[src/hw/ctor_pkg.sv]
package ctor_pkg;
    localparam int ADDR_W = 12;
    localparam int VAL_W = 7;
    localparam int NUM_TIMING = 4;
    // Register indices; each register is one aligned word at 4 x index
    localparam logic [11:0] HS_ZERO_OFFSET = 12'h065;
    localparam logic [11:0] HS_TRAIL_OFFSET = 12'h066;
    localparam logic [11:0] HS_EXIT_OFFSET = 12'h067;
    localparam logic [11:0] LANE_TRANSITION_OFFSET = 12'h068;
    // Field layout
    localparam int OVERRIDE_FLAG_BIT = 7;
    localparam int VALUE_MSB = 6;
    localparam int VALUE_LSB = 0;
    // Reset values
    localparam logic OVERRIDE_FLAG_RESET = 1'b0;
    localparam logic [6:0] VALUE_RESET = 7'h00;
    // Power-down input must stay high this long before the block runs
    localparam int POWER_DOWN_SETTLE_NS = 8;
    localparam int CLK_PERIOD_NS = 4;
    localparam int POWER_DOWN_SETTLE_CYCLES =
        (POWER_DOWN_SETTLE_NS + CLK_PERIOD_NS - 1) / CLK_PERIOD_NS;
endpackage

[src/hw/ctor_timing_regs.sv]
`timescale 1ns/1ps
// How it works
// HS-zero register, bit 7 override flag resets 0; set selects bits 6:0.
// HS-trail register, bit 7 override flag resets 0; set selects bits 6:0.
// HS-exit register, bit 7 override flag resets 0; set selects bits 6:0.
// Lane-transition register, bit 7 override resets 0; set selects bits 6:0.
// With flag clear, value field reads the automatic hardware value.
// With flag set, value field is read/write; stored value resets to zero.
// Power-down input is active low; block runs only while it is high.
// Value writes are ignored while the register's override flag is clear.
module ctor_timing_regs (
    input wire logic clk,
    input wire logic srst,
    input wire logic psel,
    input wire logic penable,
    input wire logic pwrite,
    input wire logic [31:0] paddr,
    input wire logic [31:0] pwdata,
    input wire logic [3:0] pstrb,
    output logic [31:0] prdata,
    output logic pready,
    output logic pslverr,
    input wire logic powerDownInput,
    input wire logic [6:0] hsZeroAuto,
    input wire logic [6:0] hsTrailAuto,
    input wire logic [6:0] hsExitAuto,
    input wire logic [6:0] laneTransitionAuto,
    output logic [6:0] hsZeroUsed,
    output logic [6:0] hsTrailUsed,
    output logic [6:0] hsExitUsed,
    output logic [6:0] laneTransitionUsed,
    output logic deviceActive
);
    import ctor_pkg::*;

    ////////////////////////////////////////////////////////////////////////
    // Power-down input synchroniser and run gate

    logic pdMeta_reg;
    logic pdSync_reg;
    logic [1:0] settleCnt_reg;
    logic active_reg;

    always_ff @(posedge clk) begin
        if (srst) begin
            pdMeta_reg <= 1'b0;
            pdSync_reg <= 1'b0;
        end else begin
            pdMeta_reg <= powerDownInput;
            pdSync_reg <= pdMeta_reg;
        end
    end

    // Held low input keeps the run gate and the register bank in reset; high must persist first
    always_ff @(posedge clk) begin
        if (srst || !pdSync_reg) begin
            settleCnt_reg <= 2'h0;
            active_reg <= 1'b0;
        end else if (settleCnt_reg <
                     2'(POWER_DOWN_SETTLE_CYCLES - 1)) begin
            settleCnt_reg <= settleCnt_reg + 2'h1;
        end else begin
            active_reg <= 1'b1;
        end
    end
    // The settle count is a short fixed delay; a slow supply ramp must
    // still be covered by holding the pin low from outside
    assign deviceActive = active_reg;

    ////////////////////////////////////////////////////////////////////////
    // APB decode

    logic [NUM_TIMING-1:0] hit;
    logic [NUM_TIMING-1:0][VAL_W-1:0] autoVal;
    logic [NUM_TIMING-1:0] flag_reg;
    logic [NUM_TIMING-1:0][VAL_W-1:0] value_reg;
    logic [NUM_TIMING-1:0][7:0] readVal;
    logic [ADDR_W-1:0] regIndex;
    logic addrInRange;
    logic mapped;
    logic wrStrobe;

    assign autoVal = {laneTransitionAuto, hsExitAuto, hsTrailAuto,
        hsZeroAuto};

    // Registers sit one to an aligned word: the byte address is four
    // times the register index, and the two low bits must be zero
    assign regIndex = paddr[ADDR_W+1:2];
    assign addrInRange = ~|paddr[31:ADDR_W+2] && ~|paddr[1:0];

    always_comb begin
        hit[0] = addrInRange && (regIndex == HS_ZERO_OFFSET);
        hit[1] = addrInRange && (regIndex == HS_TRAIL_OFFSET);
        hit[2] = addrInRange && (regIndex == HS_EXIT_OFFSET);
        hit[3] = addrInRange && (regIndex == LANE_TRANSITION_OFFSET);
        mapped = |hit;
    end

    // Single-cycle access phase; no wait states
    assign pready = 1'b1;
    assign pslverr = psel && penable && !mapped;
    // Byte lane 0 holds both fields, so only its strobe matters
    assign wrStrobe = psel && penable && pwrite && mapped && pstrb[0];

    ////////////////////////////////////////////////////////////////////////
    // Register storage; the flag and the value live in one byte lane

    // A low power-down pin clears the bank at the edge where it is seen,
    // so no write slips in while the run gate is still falling
    always_ff @(posedge clk) begin
        for (int i = 0; i < NUM_TIMING; i++) begin
            if (srst || !pdSync_reg || !active_reg) begin
                flag_reg[i] <= OVERRIDE_FLAG_RESET;
                value_reg[i] <= VALUE_RESET;
            end else if (wrStrobe && hit[i]) begin
                flag_reg[i] <= pwdata[OVERRIDE_FLAG_BIT];
                // Only an already-set flag opens the value field
                if (flag_reg[i]) begin
                    value_reg[i] <= pwdata[VALUE_MSB:VALUE_LSB];
                end
            end
        end
    end

    // With the flag clear the stored value is kept but not shown
    always_comb begin
        for (int i = 0; i < NUM_TIMING; i++) begin
            readVal[i] = {flag_reg[i],
                flag_reg[i] ? value_reg[i] : autoVal[i]};
        end
    end

    assign hsZeroUsed = flag_reg[0] ? value_reg[0] : hsZeroAuto;
    assign hsTrailUsed = flag_reg[1] ? value_reg[1] : hsTrailAuto;
    assign hsExitUsed = flag_reg[2] ? value_reg[2] : hsExitAuto;
    assign laneTransitionUsed =
        flag_reg[3] ? value_reg[3] : laneTransitionAuto;

    ////////////////////////////////////////////////////////////////////////
    // Read data is registered so it holds across the access phase

    logic [31:0] rdata_next;
    always_comb begin
        rdata_next = 32'h00000000;
        for (int k = 0; k < NUM_TIMING; k++) begin
            if (hit[k]) begin
                rdata_next = {24'h000000, readVal[k]};
            end
        end
    end

    always_ff @(posedge clk) begin
        if (srst) begin
            prdata <= 32'h00000000;
        end else if (psel && !penable && !pwrite) begin
            prdata <= rdata_next;
        end
    end

    ////////////////////////////////////////////////////////////////////////
    // Checks

    // Reset and power-down
    flag_reset_a: assert property (@(posedge clk)
        srst |=> flag_reg[0] == 1'b0 && value_reg[0] == 7'h00)
        else $error("hs zero flag not cleared by reset");
    bank_reset_a: assert property (@(posedge clk)
        srst |=> flag_reg == 4'h0 && value_reg == 28'h0000000)
        else $error("timing bank not cleared by reset");
    power_gate_a: assert property (@(posedge clk) disable iff (srst)
        !pdSync_reg |=> !active_reg ##0 flag_reg == 4'h0)
        else $error("block active while powered down");
    run_gate_a: assert property (@(posedge clk) disable iff (srst)
        active_reg |-> $past(pdSync_reg))
        else $error("block running while power-down input low");
    write_gated_a: assert property (@(posedge clk) disable iff (srst)
        wrStrobe && !active_reg |=> flag_reg == 4'h0)
        else $error("write accepted while block inactive");

    // Write path
    flag_write_a: assert property (@(posedge clk) disable iff (srst)
        wrStrobe && hit[0] && active_reg && pdSync_reg
        |=> flag_reg[0] == $past(pwdata[OVERRIDE_FLAG_BIT]))
        else $error("hs zero flag write lost");
    value_write_a: assert property (@(posedge clk) disable iff (srst)
        wrStrobe && hit[1] && flag_reg[1] && active_reg && pdSync_reg
        |=> value_reg[1] == $past(pwdata[6:0]))
        else $error("override value write lost");
    ignore_write_a: assert property (@(posedge clk) disable iff (srst)
        !flag_reg[2] && active_reg && pdSync_reg
        |=> value_reg[2] == $past(value_reg[2]))
        else $error("value written while flag clear");
    strobe_gate_a: assert property (@(posedge clk) disable iff (srst)
        psel && penable && pwrite && !pstrb[0] && active_reg && pdSync_reg
        |=> flag_reg == $past(flag_reg) && value_reg == $past(value_reg))
        else $error("write acted without byte lane 0 strobe");
    unmapped_write_a: assert property (@(posedge clk) disable iff (srst)
        psel && penable && pwrite && !mapped && active_reg && pdSync_reg
        |=> flag_reg == $past(flag_reg) && value_reg == $past(value_reg))
        else $error("unmapped write changed the bank");

    // Values in effect and read-back
    trail_used_a: assert property (@(posedge clk) disable iff (srst)
        wrStrobe && hit[1] && !pwdata[OVERRIDE_FLAG_BIT] && pdSync_reg
        |=> hsTrailUsed == hsTrailAuto)
        else $error("hs trail not automatic with flag clear");
    exit_used_a: assert property (@(posedge clk) disable iff (srst)
        wrStrobe && hit[2] && flag_reg[2] && pwdata[OVERRIDE_FLAG_BIT]
        && active_reg && pdSync_reg
        |=> hsExitUsed == $past(pwdata[VALUE_MSB:VALUE_LSB]))
        else $error("hs exit override not used");
    lane_used_a: assert property (@(posedge clk) disable iff (srst)
        wrStrobe && hit[3] && flag_reg[3] && pwdata[OVERRIDE_FLAG_BIT]
        && active_reg && pdSync_reg
        |=> laneTransitionUsed == $past(pwdata[VALUE_MSB:VALUE_LSB]))
        else $error("lane transition override not used");
    auto_read_a: assert property (@(posedge clk) disable iff (srst)
        psel && !penable && !pwrite && hit[0] && !flag_reg[0]
        |=> prdata[6:0] == $past(hsZeroAuto))
        else $error("auto value not returned on read");
    override_read_a: assert property (@(posedge clk) disable iff (srst)
        psel && !penable && !pwrite && hit[3] && flag_reg[3]
        |=> prdata == {24'h000000, 1'b1, $past(value_reg[3])})
        else $error("override value not returned on read");
endmodule

[config.mk]
export PLATFORM = sky130hd
export DESIGN_NAME = ctor_timing_regs
export DESIGN_NICKNAME = d
export VERILOG_FILES = /design/src/hw/ctor_pkg.sv /design/src/hw/ctor_timing_regs.sv
export SDC_FILE = /design/constraint.sdc
export NUM_CORES = 1
export LEC_CHECK = 0
export ABC_AREA = 1
export BUFFER_PORTS_ARGS = -buffer_cell sky130_fd_sc_hd__buf_2
export CAP_MARGIN = 10
export CORE_MARGIN = 4
export CORE_UTILIZATION = 40
export CTS_BUF_LIST = sky130_fd_sc_hd__clkbuf_4 sky130_fd_sc_hd__clkbuf_8 sky130_fd_sc_hd__clkbuf_16
export DETAILED_ROUTE_END_ITERATION = 10
export PLACE_DENSITY = 0.78
export SETUP_SLACK_MARGIN = 0.4
export SLEW_MARGIN = 10
export SYNTH_ARGS = -nofsm -noshare
export SYNTH_HDL_FRONTEND = slang
export SYNTH_SLANG_ARGS = --single-unit
[constraint.sdc]
create_clock -name clk -period 2.1 [get_ports clk]
set_clock_uncertainty 0.2 [all_clocks]
set_input_delay 0.105 -clock clk [delete_from_list [all_inputs] [get_ports clk]]
set_output_delay 0.105 -clock clk [all_outputs]
set_load 0.02 [all_outputs]
==> flow_summary_export.csv, run 1 <==
group,metric,value,unit
status,status,"complete, no violations",
synthesis,ys_async_sr_fraction,0,
min_path,hold_class,"in2reg",
worst_setup_path,crit_path_end_kind,"primary output",
power,p_leak,1.87,nW
clock_network,cts_buffers,5,
route,routed_wl,8900,µm
floorplan,dieHeight,92.1,µm
grt,grt_max_degree,33,
sta,period_share,0.793,
worst_setup_path,r2r-end,"prdata[6]",
min_path,whs_path_depth,5,
worst_setup_path,reg2reg_depth,7,
grt,grt_pass1_vias,3055,
route,wl_per_cell,13.3,µm
grt,grt_antenna_before_repair,0,
sta,rsz0062_at_grt,"true",
route,drt-vias-per-instance,4.86,
synthesis,ys_seq_area_frac,0.319,
synthesis,avgSynthCellArea,6.34,µm²
synthesis,synth_warnings,0,
worst_setup_path,worst_setup_path_start_kind,"register",
min_path,min_from,"psel",
floorplan,row_count,30,
layout,multi_input_area,0.00165,mm²
synthesis,syn_area,0.00283,mm²
grt,overflow,0,
power,p_total,1.71,mW
power,vdd_ir_drop_max,228,µV
worst_setup_path,critPathKind,"reg2out",
floorplan,die_w,92.1,µm
worst_setup_path,cp_max_fo,8,
clock_network,cts-root-buf,"clkbuf_8",
grt,grt_pass1_wl,13900,µm
synthesis,synth_flop_cell,"dfxtp_1",
clock_network,clk_path_buf_depth,2,
route,firstDrtPassIters,5,
sta,hold_viol_final,0,
floorplan,dieArea,0.00848,mm²
layout,seq_area,910,µm²
clock_network,htreeDepth,2,
worst_setup_path,cp_slowest_stage_delay,0.41,ns
worst_setup_path,cp_cell_sequence,"clkinvlp_4, buf_12, o21ai_2, buf_2",
sta,maxSlewViolCount,0,
worst_setup_path,ff2ff_setup_slack,0.51,ns
min_path,min_to,"prdata[3]",
synthesis,synth_common_cells,"107 x nand2_1, 63 x nor2_1, 49 x inv_1",
synthesis,yosysUniqueCellTypes,28,
worst_setup_path,critical_path_required,1.79,ns
clock_network,clk_pin_slew,0.08,ns
floorplan,core,0.00683,mm²
placement,port_buffers,112,
layout,syn2layout_area_growth,33.8,%
synthesis,synth_most_common_cell,"nand2_1",
layout,drive_gt1_frac,0.297,
placement,gp_congestion,0.894,
floorplan,ios,165,
layout,fillers,697,
sta,tns,0,ns
clock_network,clock_latency,0.30,ns
route,ant_nets,0,
synthesis,synth_top_cells_by_area,"dfxtp_1 32%, nand2_1 14%, nor2_1 8.4%",
sta,setup_viol,0,
sta,maxClockFrequency,0.601,GHz
route,drtIter0Drc,299,
synthesis,synth_edf_count,0,
floorplan,start_util,0.414,
route,vias,3263,
worst_setup_path,slowest_stage,"dfxtp_4",
synthesis,synth_seq_cells,45,
layout,antenna_cells,0,
synthesis,postSynthCellCount,446,
power,power_density,452,mW/mm²
sta,period_minus_slack,1.67,ns
clock_network,tritoncts,"built",
synthesis,synth_top_area_share,0.319,
sta,maxSlewHeadroom,0.665,
clock_network,cts_sinks,45,
layout,largest_reg_flops,28,
worst_setup_path,worstPathArrival,1.36,ns
placement,dp_hpwl,6770,µm
run,max_cap_viol_count,0,
layout,num-nets-final,677,
worst_setup_path,r2r-start,"flag_reg[3]",
route,drc,0,
sta,worst_slew_pin_slew,0.501,ns
synthesis,synth_top_area_cell,"dfxtp_1",
grt,grt_usage,0.203,
[how the worst max path moves through the flow]
stage	cells after the start	slack [ns]	startpoint	endpoint
finish	4	0.43	flag_reg[3]	laneTransitionUsed[1]
global route	6	0.40	penable	prdata[5]
CTS	3	0.34	flag_reg[3]	laneTransitionUsed[3]
detailed placement	10	0.27	paddr[11]	value_reg[16]
global placement	10	0.37	paddr[11]	value_reg[16]
floorplan	7	0.25	flag_reg[1]	prdata[3]
[per-stage QoR]
| stage | setup slack (ns) | util | hold WS, ns | instance area [µm²] | std cells |
|---|---|---|---|---|---|
| 2_1_floorplan | 0.252 | - | 0.0120 | 2910 | 469 |
| 3_3_place_gp | 0.367 | 0.494 | 0.109 | 3370 | 644 |
| 3_5_place_dp | 0.271 | 0.494 | 0.117 | 3370 | 644 |
| 4_1_cts | 0.345 | 0.536 | 0.0129 | 3660 | 669 |
| 5_1_grt | 0.397 | 0.554 | 0.0768 | 3780 | 671 |
| 6_report | 0.435 | 0.554 | 0.0394 | 3780 | 671 |
[where the power goes]
group          internal, mW  leakage [nW]  total (mW)  switching [mW]
registers             0.852         0.365       0.853        0.000605
logic                 0.115          1.46       0.305           0.190
clock network         0.262        0.0453       0.554           0.292
[layout make-up]
type,instances,area share
clock buffers,7,0.0222
clock inverters,1,0.00198
multi-input cells,335,0.437
inverters,51,0.0526
repair inverters,2,0.00397
repair buffers,134,0.210
well taps,96,0.0318
flip-flops and latches,45,0.240
[critical path: cells and delay by family, from the launching register on]
| kind | cells | cell delay [ns] |
|---|---|---|
| AOI/OAI and AO/OA | 1 | 0.17 |
| DFF | 1 | 0.41 |
| buffers and inverters | 3 | 0.49 |
[kinds of logic after synthesis]
family | count (synthesis) | synth area share
AO/OA/AOI/OAI | 61 | 0.112
adder cells (fa/ha/maj) | 1 | 0.00443
buffers and inverters | 89 | 0.158
flip-flops | 45 | 0.319
other | 2 | 0.00266
AND/OR/NAND/NOR | 248 | 0.403
[timing repair]
item | 4_1_cts | 5_1_grt
pin swaps | 0 | 0
gates cloned | 2 | 0
buffers inserted | 0 | 2
hold buffers | 15 | 0
endpoints found under the hold margin | 41 | 0
resized for setup | 26 | 23
setup endpoints to repair | 30 | 28
[routing by layer]
layer  up-vias  global-route usage  part of all wire
li1       1633                   -                 -
met1      1467               0.258              0.42
met2       143               0.355              0.48
met3        20              0.0353             0.077
met4         0              0.0483             0.020
met5         -                   0                 0
[layout by cell type, fill, tap and decap left out, drive strengths merged]
cell and instances:
dfxtp 45, clkbuf 7, and2 1, buf 119
nand3 41, nor3 12, clkinvlp 5, dlygate4sd3 15
conb 25, o211a 1, nor2 72, a21oi 18
ha 1, o21ai 42, nand4 12, inv 49
nand2 110
Power figures use the tool's default switching activity.
==> inputs of run 2 (changes only) <==
--- a/config.mk
+++ b/config.mk
@@ -12,7 +12,7 @@
 export CORE_UTILIZATION = 40
 export CTS_BUF_LIST = sky130_fd_sc_hd__clkbuf_4 sky130_fd_sc_hd__clkbuf_8 sky130_fd_sc_hd__clkbuf_16
 export DETAILED_ROUTE_END_ITERATION = 10
-export PLACE_DENSITY = 0.78
+export PLACE_DENSITY = 0.81
 export SETUP_SLACK_MARGIN = 0.4
 export SLEW_MARGIN = 10
 export SYNTH_ARGS = -nofsm -noshare
==> constraint.sdc (replaced) <==
create_clock -name clk -period 1.4 [get_ports clk]
set_clock_uncertainty 0.2 [all_clocks]
set_input_delay 0.07 -clock clk [delete_from_list [all_inputs] [get_ports clk]]
set_output_delay 0.07 -clock clk [all_outputs]
set_load 0.02 [all_outputs]
==> flow_summary_export.csv, run 2 (synthesis results as in run 1) <==
group,metric,value,unit
clock_network,cts-root-buf,"clkbuf_8",
worst_setup_path,crit_path_end_kind,"register",
layout,stdcell_area,0.00566,mm²
clock_network,clk_path_buf_depth,2,
sta,rsz0062_at_grt,"true",
worst_setup_path,slowest_stage,"nor2_4",
floorplan,core,0.00683,mm²
sta,maxClockFrequency,0.599,GHz
clock_network,hold_buffers,9,
sta,maxSlewViolCount,0,
route,drtIter0Drc,424,
route,routed_wl,16300,µm
route,drt-vias-per-instance,5.91,
placement,pre_cts_ws,-0.350,ns
worst_setup_path,critPathKind,"in2reg",
power,p_comb_frac,0.249,
layout,num-nets-final,736,
sta,hold_viol_final,8,
placement,gp_congestion,0.916,
status,status,"complete, but fails checks",
clock_network,clk_pin_slew,0.10,ns
grt,grt_max_degree,33,
layout,final_common_cell,"buf_6",
grt,grt_pass1_wl,18000,µm
worst_setup_path,critical_path_required,1.43,ns
floorplan,die_w,92.1,µm
power,p_total,3.08,mW
placement,dp_hpwl,7640,µm
floorplan,ios,165,
clock_network,htreeDepth,2,
power,p_leak,2.54,nW
worst_setup_path,worstPathArrival,1.70,ns
layout,drive_gt1_frac,0.631,
power,switchingPower,0.920,mW
status,violations,"hold timing, setup timing",
floorplan,dieArea,0.00848,mm²
sta,tns,-7.69,ns
sta,whs,-0.119,ns
power,vdd_ir_drop_max,1030,µV
sta,period_minus_slack,1.67,ns
layout,final_cell_mix,"69 x buf_6, 65 x buf_2, 46 x nand2_1",
floorplan,row_count,30,
min_path,hold_class,"in2reg",
clock_network,cts_sinks,45,
route,drc,0,
floorplan,start_util,0.414,
floorplan,dieHeight,92.1,µm
route,vias,4313,
route,wl_per_cell,22.3,µm
clock_network,cts_buffers,5,
layout,antenna_cells,0,
placement,place_area,0.00408,mm²
placement,port_buffers,112,
worst_setup_path,cp_slowest_stage_delay,0.23,ns
power,p_int,2.16,mW
grt,grt_antenna_before_repair,0,
grt,overflow,0,
worst_setup_path,cp_max_fo,7,
clock_network,tritoncts,"built",
power,power_density,544,mW/mm²
clock_network,clock_latency,0.31,ns
grt,grt_pass1_vias,3733,
sta,period_share,1.19,
worst_setup_path,crit_buf_inv,3,
sta,setup_viol,68,
power,pwr-share-clk,0.337,
power,swShare,0.299,
worst_setup_path,worst_setup_path_start_kind,"input pin",
run,max_cap_viol_count,0,
layout,largest_reg_flops,28,
worst_setup_path,cp_cell_sequence,"buf_2, nor2_1, nand2_1, nor2_4, nand2_4, nor2_8, buf_4, buf_4, nand3_4, nor2_4, o21ai_2, nor2_1",
power,seq_power_share,0.415,
route,ant_nets,0,
route,firstDrtPassIters,6,
worst_setup_path,crit_family,"simple AND/OR/NAND/NOR gates",
grt,grt_usage,0.268,
layout,syn2layout_area_growth,100,%
sta,finalWorstSetupSlack,-0.268,ns
==> run 2: repair_timing <==
item	4_1_cts	5_1_grt
resized for setup	135	148
endpoints found under the hold margin	45	10
pin swaps	45	62
setup endpoints to repair	80	81
buffers inserted	15	16
gates cloned	4	6
==> run 2: worst min-delay path: stages <==
cell and delay, ns:
buf_2 0.13, nor2_4 0.05, inv_2 0.07, a21oi_1 0.04
==> run 2: layout make-up <==
cell class              count  area, µm²
flip-flops and latches     45        930
inverters                  51        264
repair buffers            190       1630
well taps                  96        120
clock inverters             2       38.8
fillers                   362       1180
clock buffers               6       76.3
multi-input cells         337       2560
repair inverters            3       33.8
==> run 2: worst paths after layout <==
kind	startpoint	end	slack [ns]	cells after the start
worst min register to register	pdMeta_reg	pdSync_reg	0.23	2
worst max-delay path	paddr[25]	value_reg[20]	-0.27	12
worst max register to register	flag_reg[0]	prdata[4]	-0.23	6
worst min-delay path	srst	deviceActive	-0.12	4
==> run 2: per-stage QoR <==
stage | std cells | utilization
2_1_floorplan | 469 | -
3_3_place_gp | 672 | 0.598
3_5_place_dp | 672 | 0.598
4_1_cts | 708 | 0.715
5_1_grt | 730 | 0.828
6_report | 730 | 0.828
==> run 2: per-layer routing <==
layer | part of all wire | track usage | up-vias
li1 | - | - | 1767
met1 | 0.33 | 0.297 | 1949
met2 | 0.46 | 0.481 | 427
met3 | 0.12 | 0.0451 | 170
met4 | 0.092 | 0.149 | 0
met5 | 0 | 0 | -
==> run 2: power by group through the flow <==
stage	Combinational [mW]	Clock, mW	Sequential [mW]
2_1_floorplan	0.340	0	1.31
3_3_place_gp	0.534	0	1.31
3_5_place_dp	0.543	0	1.31
4_1_cts	0.649	1.04	1.28
5_1_grt	0.786	1.08	1.28
6_report	0.766	1.04	1.28
